[src/core/ivec_params.svh]
// Timing, slot and vector-address constants for the interrupt vector resolver
`ifndef IVEC_PARAMS_SVH
`define IVEC_PARAMS_SVH

// Default priority numbering of the slots this block resolves
`define IVEC_PRIO_FIRST 6'h0a
`define IVEC_PRIO_LAST 6'h2c
`define IVEC_SLOT_COUNT 35
`define IVEC_PRIO_KEY 6'h19
`define IVEC_PRIO_PIN_FIRST 6'h21
`define IVEC_PRIO_PIN_LAST 6'h26
`define IVEC_SLOT_RESERVED 34

// Vector addresses, each entry one 16-bit word of two bytes
`define IVEC_VEC_SLOT10 16'h0018
`define IVEC_RUN_FIRST 6'h0b
`define IVEC_VEC_RUN_BASE 16'h001e
`define IVEC_TAIL_FIRST 6'h2b
`define IVEC_VEC_TAIL_BASE 16'h0060
`define IVEC_VEC_RESET 16'h0000
`define IVEC_VEC_BREAK 16'h007e

// Flip-flops on every input that arrives from a pin
`define IVEC_SYNC_STAGES 2

`endif

[src/core/ivec_pkg.sv]
// Types shared by the interrupt vector resolver and its lookup table
package ivec_pkg;

  // What the core is being pointed at, one-hot
  typedef enum logic [3:0] {
    KIND_NONE = 4'b0001,
    KIND_RESET = 4'b0010,
    KIND_BREAK = 4'b0100,
    KIND_MASKABLE = 4'b1000
  } vec_kind_t;

  // Same-clock requests from on-chip peripherals, one-cycle pulses
  typedef struct packed {
    logic serial2_rx_error_req;
    logic tmr11_upper_byte_req;
    logic serial0_tx_req;
    logic serial0_rx_req;
    logic serial0_rx_error_req;
    logic tmr01_upper_byte_req;
    logic serial1_tx_req;
    logic serial1_rx_req;
    logic serial1_rx_error_req;
    logic tmr03_upper_byte_req;
    logic i2c_unit0_done_req;
    logic tmr00_done_req;
    logic tmr01_done_req;
    logic tmr02_done_req;
    logic tmr03_done_req;
    logic adc_done_req;
    logic calendar_tick_alarm_req;
    logic interval_tick_req;
    logic serial3_tx_req;
    logic serial3_rx_req;
    logic aux_timer_req;
    logic tmr10_done_req;
    logic tmr11_done_req;
    logic tmr12_done_req;
    logic tmr13_done_req;
    logic comparator0_req;
    logic comparator1_req;
    logic motor_timer0_req;
    logic motor_timer1_req;
    logic general_timer_req;
    logic serial3_rx_error_req;
    logic tmr13_upper_byte_req;
    logic i2c_unit1_done_req;
    logic reserved_slot_44;
  } periph_req_t;

  // Levels from pins: pins 6 to 11 and the key-return line
  typedef struct packed {
    logic key_return_req;
    logic [5:0] ext_pin_edge_req;
  } pin_req_t;

  // Reset-class sources, levels
  typedef struct packed {
    logic pin_reset_src;
    logic power_on_reset_src;
    logic voltage_detect_reset_src;
    logic watchdog_reset_src;
    logic illegal_instr_reset_src;
    logic illegal_access_reset_src;
    logic ram_parity_reset_src;
  } reset_src_t;

  // Answer presented to the core
  typedef struct packed {
    logic valid;
    vec_kind_t kind;
    logic [15:0] vector;
    logic [5:0] priority_num;
    logic external;
  } vec_out_t;

endpackage

[src/core/interrupt_vector_priority_map.sv]
// Interrupt source to vector resolver for default priorities 10 to 44
`include "ivec_params.svh"

// Contract
// - Smallest pending priority number wins
// - Vectors are 16-bit targets below 64 KB
// - Priority 10 shared, vector 0018H
// - Unit 0 transmit 001EH, receive 0020H
// - Priority 13 shared, vector 0022H
// - Unit 1 transmit 0024H, receive 0026H
// - Priority 16 shared, vector 0028H
// - First I2C unit: 17, 002AH
// - Timers 00-03: 18-21, 002CH-0032H
// - A/D 0034H, calendar 0036H, interval 0038H
// - Key return: 25, 003AH, external
// - Unit 3 transmit 003CH, receive 003EH
// - Aux timer 0040H, timers 10-13 0042H-0048H
// - Pins 6-9: 33-36, 004AH-0050H
// - Pin10/comparator0 0052H, pin11/comparator1 0054H
// - Motor timers 0056H and 0058H
// - General timer: 41, 005AH
// - Priority 42 shared, vector 005CH
// - Second I2C 0060H; 44 never requests
// - Reset sources 0000H, break 007EH
module interrupt_vector_priority_map
  import ivec_pkg::*;
#(
  parameter int SLOTS = `IVEC_SLOT_COUNT,
  parameter int SYNC_STAGES = `IVEC_SYNC_STAGES
) (
  // Clock, reset, enable
  input wire logic sys_clk,
  input wire logic reset_n,
  input wire logic clk_en,
  // Request sources
  input wire periph_req_t periph_req,
  input wire pin_req_t pin_req,
  input wire reset_src_t reset_src,
  input wire logic software_break,
  // Core side
  input wire logic vec_ack,
  output vec_out_t vec_out_r
);

  localparam int PIN_W = $bits(pin_req_t);
  localparam int RST_W = $bits(reset_src_t);

  // Elaboration check: table and encoder are built for 35 slots
  if (SLOTS != `IVEC_SLOT_COUNT || SYNC_STAGES < 2) begin : g_bad_param
    $error("unsupported SLOTS or SYNC_STAGES");
  end

  // Lowest set bit; the smaller index is the more urgent source
  function automatic logic [5:0] first_set(input logic [SLOTS-1:0] v);
    logic [5:0] idx;
    idx = 6'h00;
    for (int i = SLOTS - 1; i >= 0; i--) begin
      if (v[i]) begin
        idx = 6'(i);
      end
    end
    return idx;
  endfunction

  // Pin synchronisers, first stage read only by the next stage
  logic [PIN_W-1:0] pin_sync_r [SYNC_STAGES];
  logic [PIN_W-1:0] pin_sync_nxt [SYNC_STAGES];
  logic [PIN_W-1:0] pin_prev_r;
  logic [PIN_W-1:0] pin_prev_nxt;
  logic [RST_W-1:0] rst_sync_r [SYNC_STAGES];
  logic [RST_W-1:0] rst_sync_nxt [SYNC_STAGES];

  // Next values of the synchroniser chains
  always_comb begin
    pin_sync_nxt[0] = pin_req;
    rst_sync_nxt[0] = reset_src;
    for (int s = 1; s < SYNC_STAGES; s++) begin
      pin_sync_nxt[s] = pin_sync_r[s-1];
      rst_sync_nxt[s] = rst_sync_r[s-1];
    end
    pin_prev_nxt = pin_sync_r[SYNC_STAGES-1];
  end

  // Register the synchronisers
  always_ff @(posedge sys_clk or negedge reset_n) begin
    if (!reset_n) begin
      for (int s = 0; s < SYNC_STAGES; s++) begin
        pin_sync_r[s] <= '0;
        rst_sync_r[s] <= '0;
      end
      pin_prev_r <= '0;
    end else if (clk_en) begin
      for (int s = 0; s < SYNC_STAGES; s++) begin
        pin_sync_r[s] <= pin_sync_nxt[s];
        rst_sync_r[s] <= rst_sync_nxt[s];
      end
      pin_prev_r <= pin_prev_nxt;
    end
  end

  // Pin requests become one-cycle events on the rising level
  pin_req_t pin_evt;
  assign pin_evt = pin_req_t'(pin_sync_r[SYNC_STAGES-1] & ~pin_prev_r);

  // Slot requests, index 0 is default priority 10
  logic [SLOTS-1:0] slot_req;
  always_comb begin
    slot_req[0] = periph_req.serial2_rx_error_req | periph_req.tmr11_upper_byte_req;
    slot_req[1] = periph_req.serial0_tx_req;
    slot_req[2] = periph_req.serial0_rx_req;
    slot_req[3] = periph_req.serial0_rx_error_req | periph_req.tmr01_upper_byte_req;
    slot_req[4] = periph_req.serial1_tx_req;
    slot_req[5] = periph_req.serial1_rx_req;
    slot_req[6] = periph_req.serial1_rx_error_req | periph_req.tmr03_upper_byte_req;
    slot_req[7] = periph_req.i2c_unit0_done_req;
    slot_req[8] = periph_req.tmr00_done_req;
    slot_req[9] = periph_req.tmr01_done_req;
    slot_req[10] = periph_req.tmr02_done_req;
    slot_req[11] = periph_req.tmr03_done_req;
    slot_req[12] = periph_req.adc_done_req;
    slot_req[13] = periph_req.calendar_tick_alarm_req;
    slot_req[14] = periph_req.interval_tick_req;
    slot_req[15] = pin_evt.key_return_req;
    slot_req[16] = periph_req.serial3_tx_req;
    slot_req[17] = periph_req.serial3_rx_req;
    // aux timer, timers 10 to 13
    slot_req[18] = periph_req.aux_timer_req;
    slot_req[19] = periph_req.tmr10_done_req;
    slot_req[20] = periph_req.tmr11_done_req;
    slot_req[21] = periph_req.tmr12_done_req;
    slot_req[22] = periph_req.tmr13_done_req;
    slot_req[26:23] = pin_evt.ext_pin_edge_req[3:0];
    slot_req[27] = pin_evt.ext_pin_edge_req[4] | periph_req.comparator0_req;
    slot_req[28] = pin_evt.ext_pin_edge_req[5] | periph_req.comparator1_req;
    slot_req[29] = periph_req.motor_timer0_req;
    slot_req[30] = periph_req.motor_timer1_req;
    slot_req[31] = periph_req.general_timer_req;
    slot_req[32] = periph_req.serial3_rx_error_req | periph_req.tmr13_upper_byte_req;
    // second I2C; reserved slot input is ignored
    slot_req[33] = periph_req.i2c_unit1_done_req;
    slot_req[`IVEC_SLOT_RESERVED] = 1'b0;
  end

  // Pending flags and the answer register
  logic [SLOTS-1:0] pend_r;
  logic [SLOTS-1:0] pend_nxt;
  logic brk_pend_r;
  logic brk_pend_nxt;
  vec_out_t vec_out_nxt;
  logic [5:0] win_slot;
  logic [5:0] win_prio;
  logic [15:0] win_vec;
  logic win_ext;
  logic [5:0] cur_slot;
  logic rst_any;

  // Winner lookup on the updated pending set
  vector_lookup u_lookup (
    .slot(win_slot),
    .priority_num(win_prio),
    .vector(win_vec),
    .external(win_ext)
  );

  // Slot shown to the core now, for the acknowledge clear
  assign cur_slot = 6'(vec_out_r.priority_num - `IVEC_PRIO_FIRST);
  assign rst_any = |rst_sync_r[SYNC_STAGES-1];

  // Pending update and answer selection
  always_comb begin
    pend_nxt = pend_r;
    brk_pend_nxt = brk_pend_r;
    // Acknowledge clears the presented maskable slot or break; a presented reset stays
    if (vec_ack && vec_out_r.valid && vec_out_r.kind == KIND_MASKABLE) begin
      pend_nxt[cur_slot] = 1'b0;
    end
    if (vec_ack && vec_out_r.valid && vec_out_r.kind == KIND_BREAK) begin
      brk_pend_nxt = 1'b0;
    end
    // set after clear, so a new event is not lost
    pend_nxt = pend_nxt | slot_req;
    brk_pend_nxt = brk_pend_nxt | software_break;
    win_slot = first_set(pend_nxt);
    vec_out_nxt = '{valid: 1'b0, kind: KIND_NONE, vector: 16'h0000, priority_num: 6'h00, external: 1'b0};
    if (rst_any) begin
      vec_out_nxt = '{valid: 1'b1, kind: KIND_RESET, vector: `IVEC_VEC_RESET,
                      priority_num: 6'h00, external: 1'b0};
    end else if (brk_pend_nxt) begin
      // break sits outside the priority scheme
      vec_out_nxt = '{valid: 1'b1, kind: KIND_BREAK, vector: `IVEC_VEC_BREAK,
                      priority_num: 6'h00, external: 1'b0};
    end else if (|pend_nxt) begin
      vec_out_nxt = '{valid: 1'b1, kind: KIND_MASKABLE, vector: win_vec,
                      priority_num: win_prio, external: win_ext};
    end
  end

  // Register pending flags and answer; clk_en low freezes all
  always_ff @(posedge sys_clk or negedge reset_n) begin
    if (!reset_n) begin
      pend_r <= '0;
      brk_pend_r <= 1'b0;
      vec_out_r <= '{valid: 1'b0, kind: KIND_NONE, vector: 16'h0000, priority_num: 6'h00, external: 1'b0};
    end else if (clk_en) begin
      pend_r <= pend_nxt;
      brk_pend_r <= brk_pend_nxt;
      vec_out_r <= vec_out_nxt;
    end
  end

endmodule // interrupt_vector_priority_map

[src/core/vector_lookup.sv]
// Slot index to vector address and source class lookup
`include "ivec_params.svh"

module vector_lookup
  import ivec_pkg::*;
(
  // Slot index, 0 is default priority 10
  input wire logic [5:0] slot,
  // Result
  output logic [5:0] priority_num,
  output logic [15:0] vector,
  output logic external
);

  // Address of a priority number; the run breaks after 10 and before 43
  function automatic logic [15:0] vec_of(input logic [5:0] prio);
    logic [15:0] off;
    off = 16'h0000;
    if (prio >= `IVEC_TAIL_FIRST) begin
      off = {9'h000, 6'(prio - `IVEC_TAIL_FIRST), 1'b0};
      vec_of = `IVEC_VEC_TAIL_BASE + off;
    end else if (prio >= `IVEC_RUN_FIRST) begin
      off = {9'h000, 6'(prio - `IVEC_RUN_FIRST), 1'b0};
      vec_of = `IVEC_VEC_RUN_BASE + off;
    end else begin
      vec_of = `IVEC_VEC_SLOT10;
    end
  endfunction

  // Table lookup
  always_comb begin
    priority_num = 6'(slot + `IVEC_PRIO_FIRST);
    vector = vec_of(priority_num);
    external = (priority_num == `IVEC_PRIO_KEY) ||
               ((priority_num >= `IVEC_PRIO_PIN_FIRST) && (priority_num <= `IVEC_PRIO_PIN_LAST));
  end

endmodule // vector_lookup

[config.mk]
export PLATFORM = sky130hd
export DESIGN_NAME = interrupt_vector_priority_map
export DESIGN_NICKNAME = d
export VERILOG_FILES = /design/src/core/ivec_pkg.sv /design/src/core/interrupt_vector_priority_map.sv /design/src/core/vector_lookup.sv
export VERILOG_INCLUDE_DIRS = /design/src /design/src/core
export SDC_FILE = /design/constraint.sdc
export NUM_CORES = 1
export LEC_CHECK = 0
export ABC_CLOCK_PERIOD_IN_PS = 5250
export BUFFER_PORTS_ARGS = -buffer_cell sky130_fd_sc_hd__buf_2
export CAP_MARGIN = 0
export CORE_ASPECT_RATIO = 0.75
export CORE_UTILIZATION = 50
export CTS_BUF_LIST = sky130_fd_sc_hd__clkbuf_8 sky130_fd_sc_hd__clkbuf_16
export DETAILED_ROUTE_END_ITERATION = 16
export HOLD_SLACK_MARGIN = 0.15
export PLACE_DENSITY = 0.71
export SETUP_SLACK_MARGIN = 0.3
export SKIP_LAST_GASP = 1
export SLEW_MARGIN = 20
export SYNTH_ARGS = -nofsm -noshare
export SYNTH_HDL_FRONTEND = slang
export SYNTH_SLANG_ARGS = --single-unit
[constraint.sdc]
create_clock -name sys_clk -period 5.25 [get_ports sys_clk]
set_clock_uncertainty 0.15 [all_clocks]
set_input_delay 0.2625 -clock sys_clk [delete_from_list [all_inputs] [get_ports sys_clk]]
set_output_delay 0.2625 -clock sys_clk [all_outputs]
set_load 0.02 [all_outputs]
==> results.json <==
{
  "status": "completed",
  "finalCritPeriodShare": 0.913,
  "yosys_warnings": 0,
  "cts_root_buf": "clkbuf_16",
  "nFillCells": 879,
  "gp_congestion": 1.00,
  "ir_drop_mv": 0.159,
  "p_per_area_nw_per_um2": 210,
  "synthFlopType": "dfrtp_1",
  "die_area_um2": 12200,
  "cts.sinks": 90,
  "dp.cells": 861,
  "drv_cap": 0,
  "drt_wl_total_um": 19100,
  "final_cell_mix": "dfrtp_1, nor2_1, buf_2",
  "synth-edff-count": 0,
  "dr_wl_met3_um": 1890,
  "post-synth-top-area-fraction": 0.378,
  "insertion_delay_ps": 360,
  "grtUsageTotal": 0.321,
  "viasPerCell": 6.23,
  "core_um2": 11200,
  "h-tree-depth": 3,
  "yosysSeqAreaShare": 0.383,
  "swShare": 0.268,
  "drive_above_1_share": 0.301,
  "drc_errors": 0,
  "yosys.cell_types.count": 94,
  "first_global_vias": 5314,
  "hold_viol": 0,
  "met1Wirelength_um": 8720,
  "period_needed_ps": 4790,
  "overflow": 0,
  "drtPass1Iterations": 5,
  "setup-violations-final": 0,
  "p_clk_frac": 0.424,
  "port_buffers": 70,
  "postRouteAntennaNets": 0,
  "ios": 81,
  "via_count": 5716,
  "start_util": 0.526,
  "cpPeakStageDelay_ps": 460,
  "synth_area_leaders": "dfrtp_1, mux2_2, nor2_1",
  "yosysTopAreaCell": "dfrtp_1",
  "endpoint_kind": "register",
  "cts_inserted_buffers": 9,
  "die_w_um": 127,
  "layout.cells.non_filler": 917,
  "area_growth_pct": 26.3,
  "p_total_mw": 1.56,
  "num_rows": 33,
  "max_freq_ghz": 0.209,
  "timing.rr.start": "vec_out_r[3]$_DFFE_PN0P_",
  "fin_nets": 816,
  "postSynth.asyncResetShare": 1.00,
  "cpMaxStageDelayCell": "dfrtp_2",
  "grt_max_degree": 87,
  "crit_path_cell_trace": "buf_6, or3b_4, or3_4, o41ai_4, a211oi_2, or4_1, o21ai_2, nand3b_1, inv_1, ha_4, xor2_4, o21ai_1, xnor2_1, ha_4, mux2i_1, o22ai_1, o211ai_1, o31ai_1",
  "clk_pin_slew_ps": 80,
  "arrival_ps": 4880,
  "crit_start": "vec_out_r[3]$_DFFE_PN0P_",
  "dp_hpwl_um": 13700,
  "slew_headroom": 0.413,
  "worstPathRequired_ps": 5340,
  "setup_tns_ps": 0,
  "tightest_slew_ps": 880,
  "rsz0062_at_grt": "false",
  "met2_length_um": 8230,
  "drt_iter0_markers": 590,
  "ys_seq_elements": 90,
  "critPathMaxFanout": 6,
  "cts_tree": "yes",
  "finish.instance_area_um2": 7430,
  "wire_per_inst_um": 20.8,
  "slew_violations": 0,
  "syn_area_um2": 5890,
  "cts_buffer_depth": 2,
  "diodes": 0,
  "internal_power_mw": 1.14,
  "grt_pass1_wl_um": 29300,
  "p_leak_nw": 2.98,
  "antenna_found_initial": 0,
  "top_layer_used": "met4",
  "mostFrequentLayoutCell": "dfrtp_1",
  "p_sw_mw": 0.418,
  "p_comb_frac": 0.094,
  "dieHeight_um": 96.0,
  "netlist_instances": 628,
  "start_kind": "register",
  "hp-class": "primary input to register",
  "power_frac_seq": 0.483,
  "cpMostUsedCell": "ha_4",
  "crit_type": "register to register",
  "avgSynthCellArea_um2": 9.37,
  "dpl_cell_area_um2": 6560,
  "min-delay-start": "periph_req[29]"
}
## metrics by stage
step                      setup slack [ps]  utilization  hold WS [ps]
after floorplan                        394            -          -183
after global placement                 320        0.586          80.1
after detailed placement               219        0.586          84.6
after CTS                              312        0.642           166
after global routing                   280        0.664           190
final                                  459        0.664           190
## worst max-delay path, delay by kind of cell, from the launching register on
family / cells / cell delay, ps
and+or+nand+nor: 4 / 1410
xor gates and xnor gates: 2 / 600
adders and majority gates: 2 / 460
buffers and inverters: 2 / 240
DFF: 1 / 460
muxes: 1 / 120
AOI/OAI and AO/OA: 7 / 1230
## power groups by stage
stage                     clock network (mW)  registers (mW)  logic, mW
after floorplan                            0           0.761     0.0751
after global placement                     0           0.762      0.122
after CTS                              0.674           0.752      0.144
final                                  0.661           0.752      0.146
after detailed placement                   0           0.765      0.127
after global routing                   0.704           0.758      0.160
## cell families after synthesis
group / synth area share
xor+xnor: 0.0113
simple gates: 0.229
mux: 0.0689
fa+ha+maj: 0.0170
buf+inv: 0.0459
flops: 0.383
other cells: 0.000637
compound gates: 0.245
## state kept, by name, indices dropped and copies added (netlist names)
name	count
pin_prev_nxt	7
brk_pend_r	1
rst_sync_nxt	7
pin_sync_nxt	7
vec_out_r	19
pend_r	35
pin_prev_r	7
rst_sync_r	7
## cell usage after synthesis, types with 5 or more instances
library cell and number:
dfrtp_1 89, nor2_1 78, a21oi_1 49, mux2_2 32, nand2_1 23, clkbuf_1 22, o21ai_0 19, nor3_1 18
inv_1 16, nand3_1 15, nand2b_1 12, buf_4 10, buf_2 9, nor2b_1 9, or2_2 9, a31oi_1 8
ha_1 8, nand4_1 8, o41ai_1 8, a22o_1 7, nand3b_1 7, nor4_1 7, o211ai_1 7, and2_1 6
o21a_1 6, o22ai_1 6, o2bb2ai_1 6, o31ai_1 6, or3_1 6, or4_1 6, a2111oi_0 5, a211oi_1 5
nand4bb_1 5, o2111ai_1 5
## cell type report
| cell class | instances | area (µm²) | share of cell area |
|---|---|---|---|
| multi-input combinational | 487 | 3560 | 0.479 |
| sequential | 90 | 2260 | 0.304 |
| timing repair buffer | 150 | 1050 | 0.141 |
| clock buffer | 9 | 225 | 0.0303 |
| tap | 157 | 196 | 0.0264 |
| clock inverter | 7 | 81.3 | 0.0109 |
| inverter | 17 | 63.8 | 0.00858 |
## worst paths after layout
path / endpoint / slack (ps) / cells after the start
max: vec_out_r[13]$_DFFE_PN0P_ / 460 / 18
min: pend_r[3]$_DFFE_PN0P_ / 190 / 3
max reg2reg: vec_out_r[13]$_DFFE_PN0P_ / 460 / 18
min reg2reg: vec_out_r[0]$_DFFE_PN0P_ / 350 / 1
max in group asynchronous: vec_out_r[3]$_DFFE_PN0P_ / 3590 / 3
min in group asynchronous: pend_r[12]$_DFFE_PN0P_ / 240 / 2
## routing by layer
metal	global-route usage	vias to the layer above
li1	-	2615
met1	0.466	2749
met2	0.481	327
met3	0.0773	25
met4	0.0744	0
met5	0	-
## timing repair
item | 4_1_cts | 5_1_grt
endpoints found under the setup margin | 1 | 6
gates cloned | 0 | 0
endpoints found under the hold margin | 62 | 0
gates resized for setup | 3 | 39
hold buffers | 31 | 0
buffers inserted | 0 | 9
pin swaps | 0 | 13
Note: power is estimated with default switching activity, not from simulation.
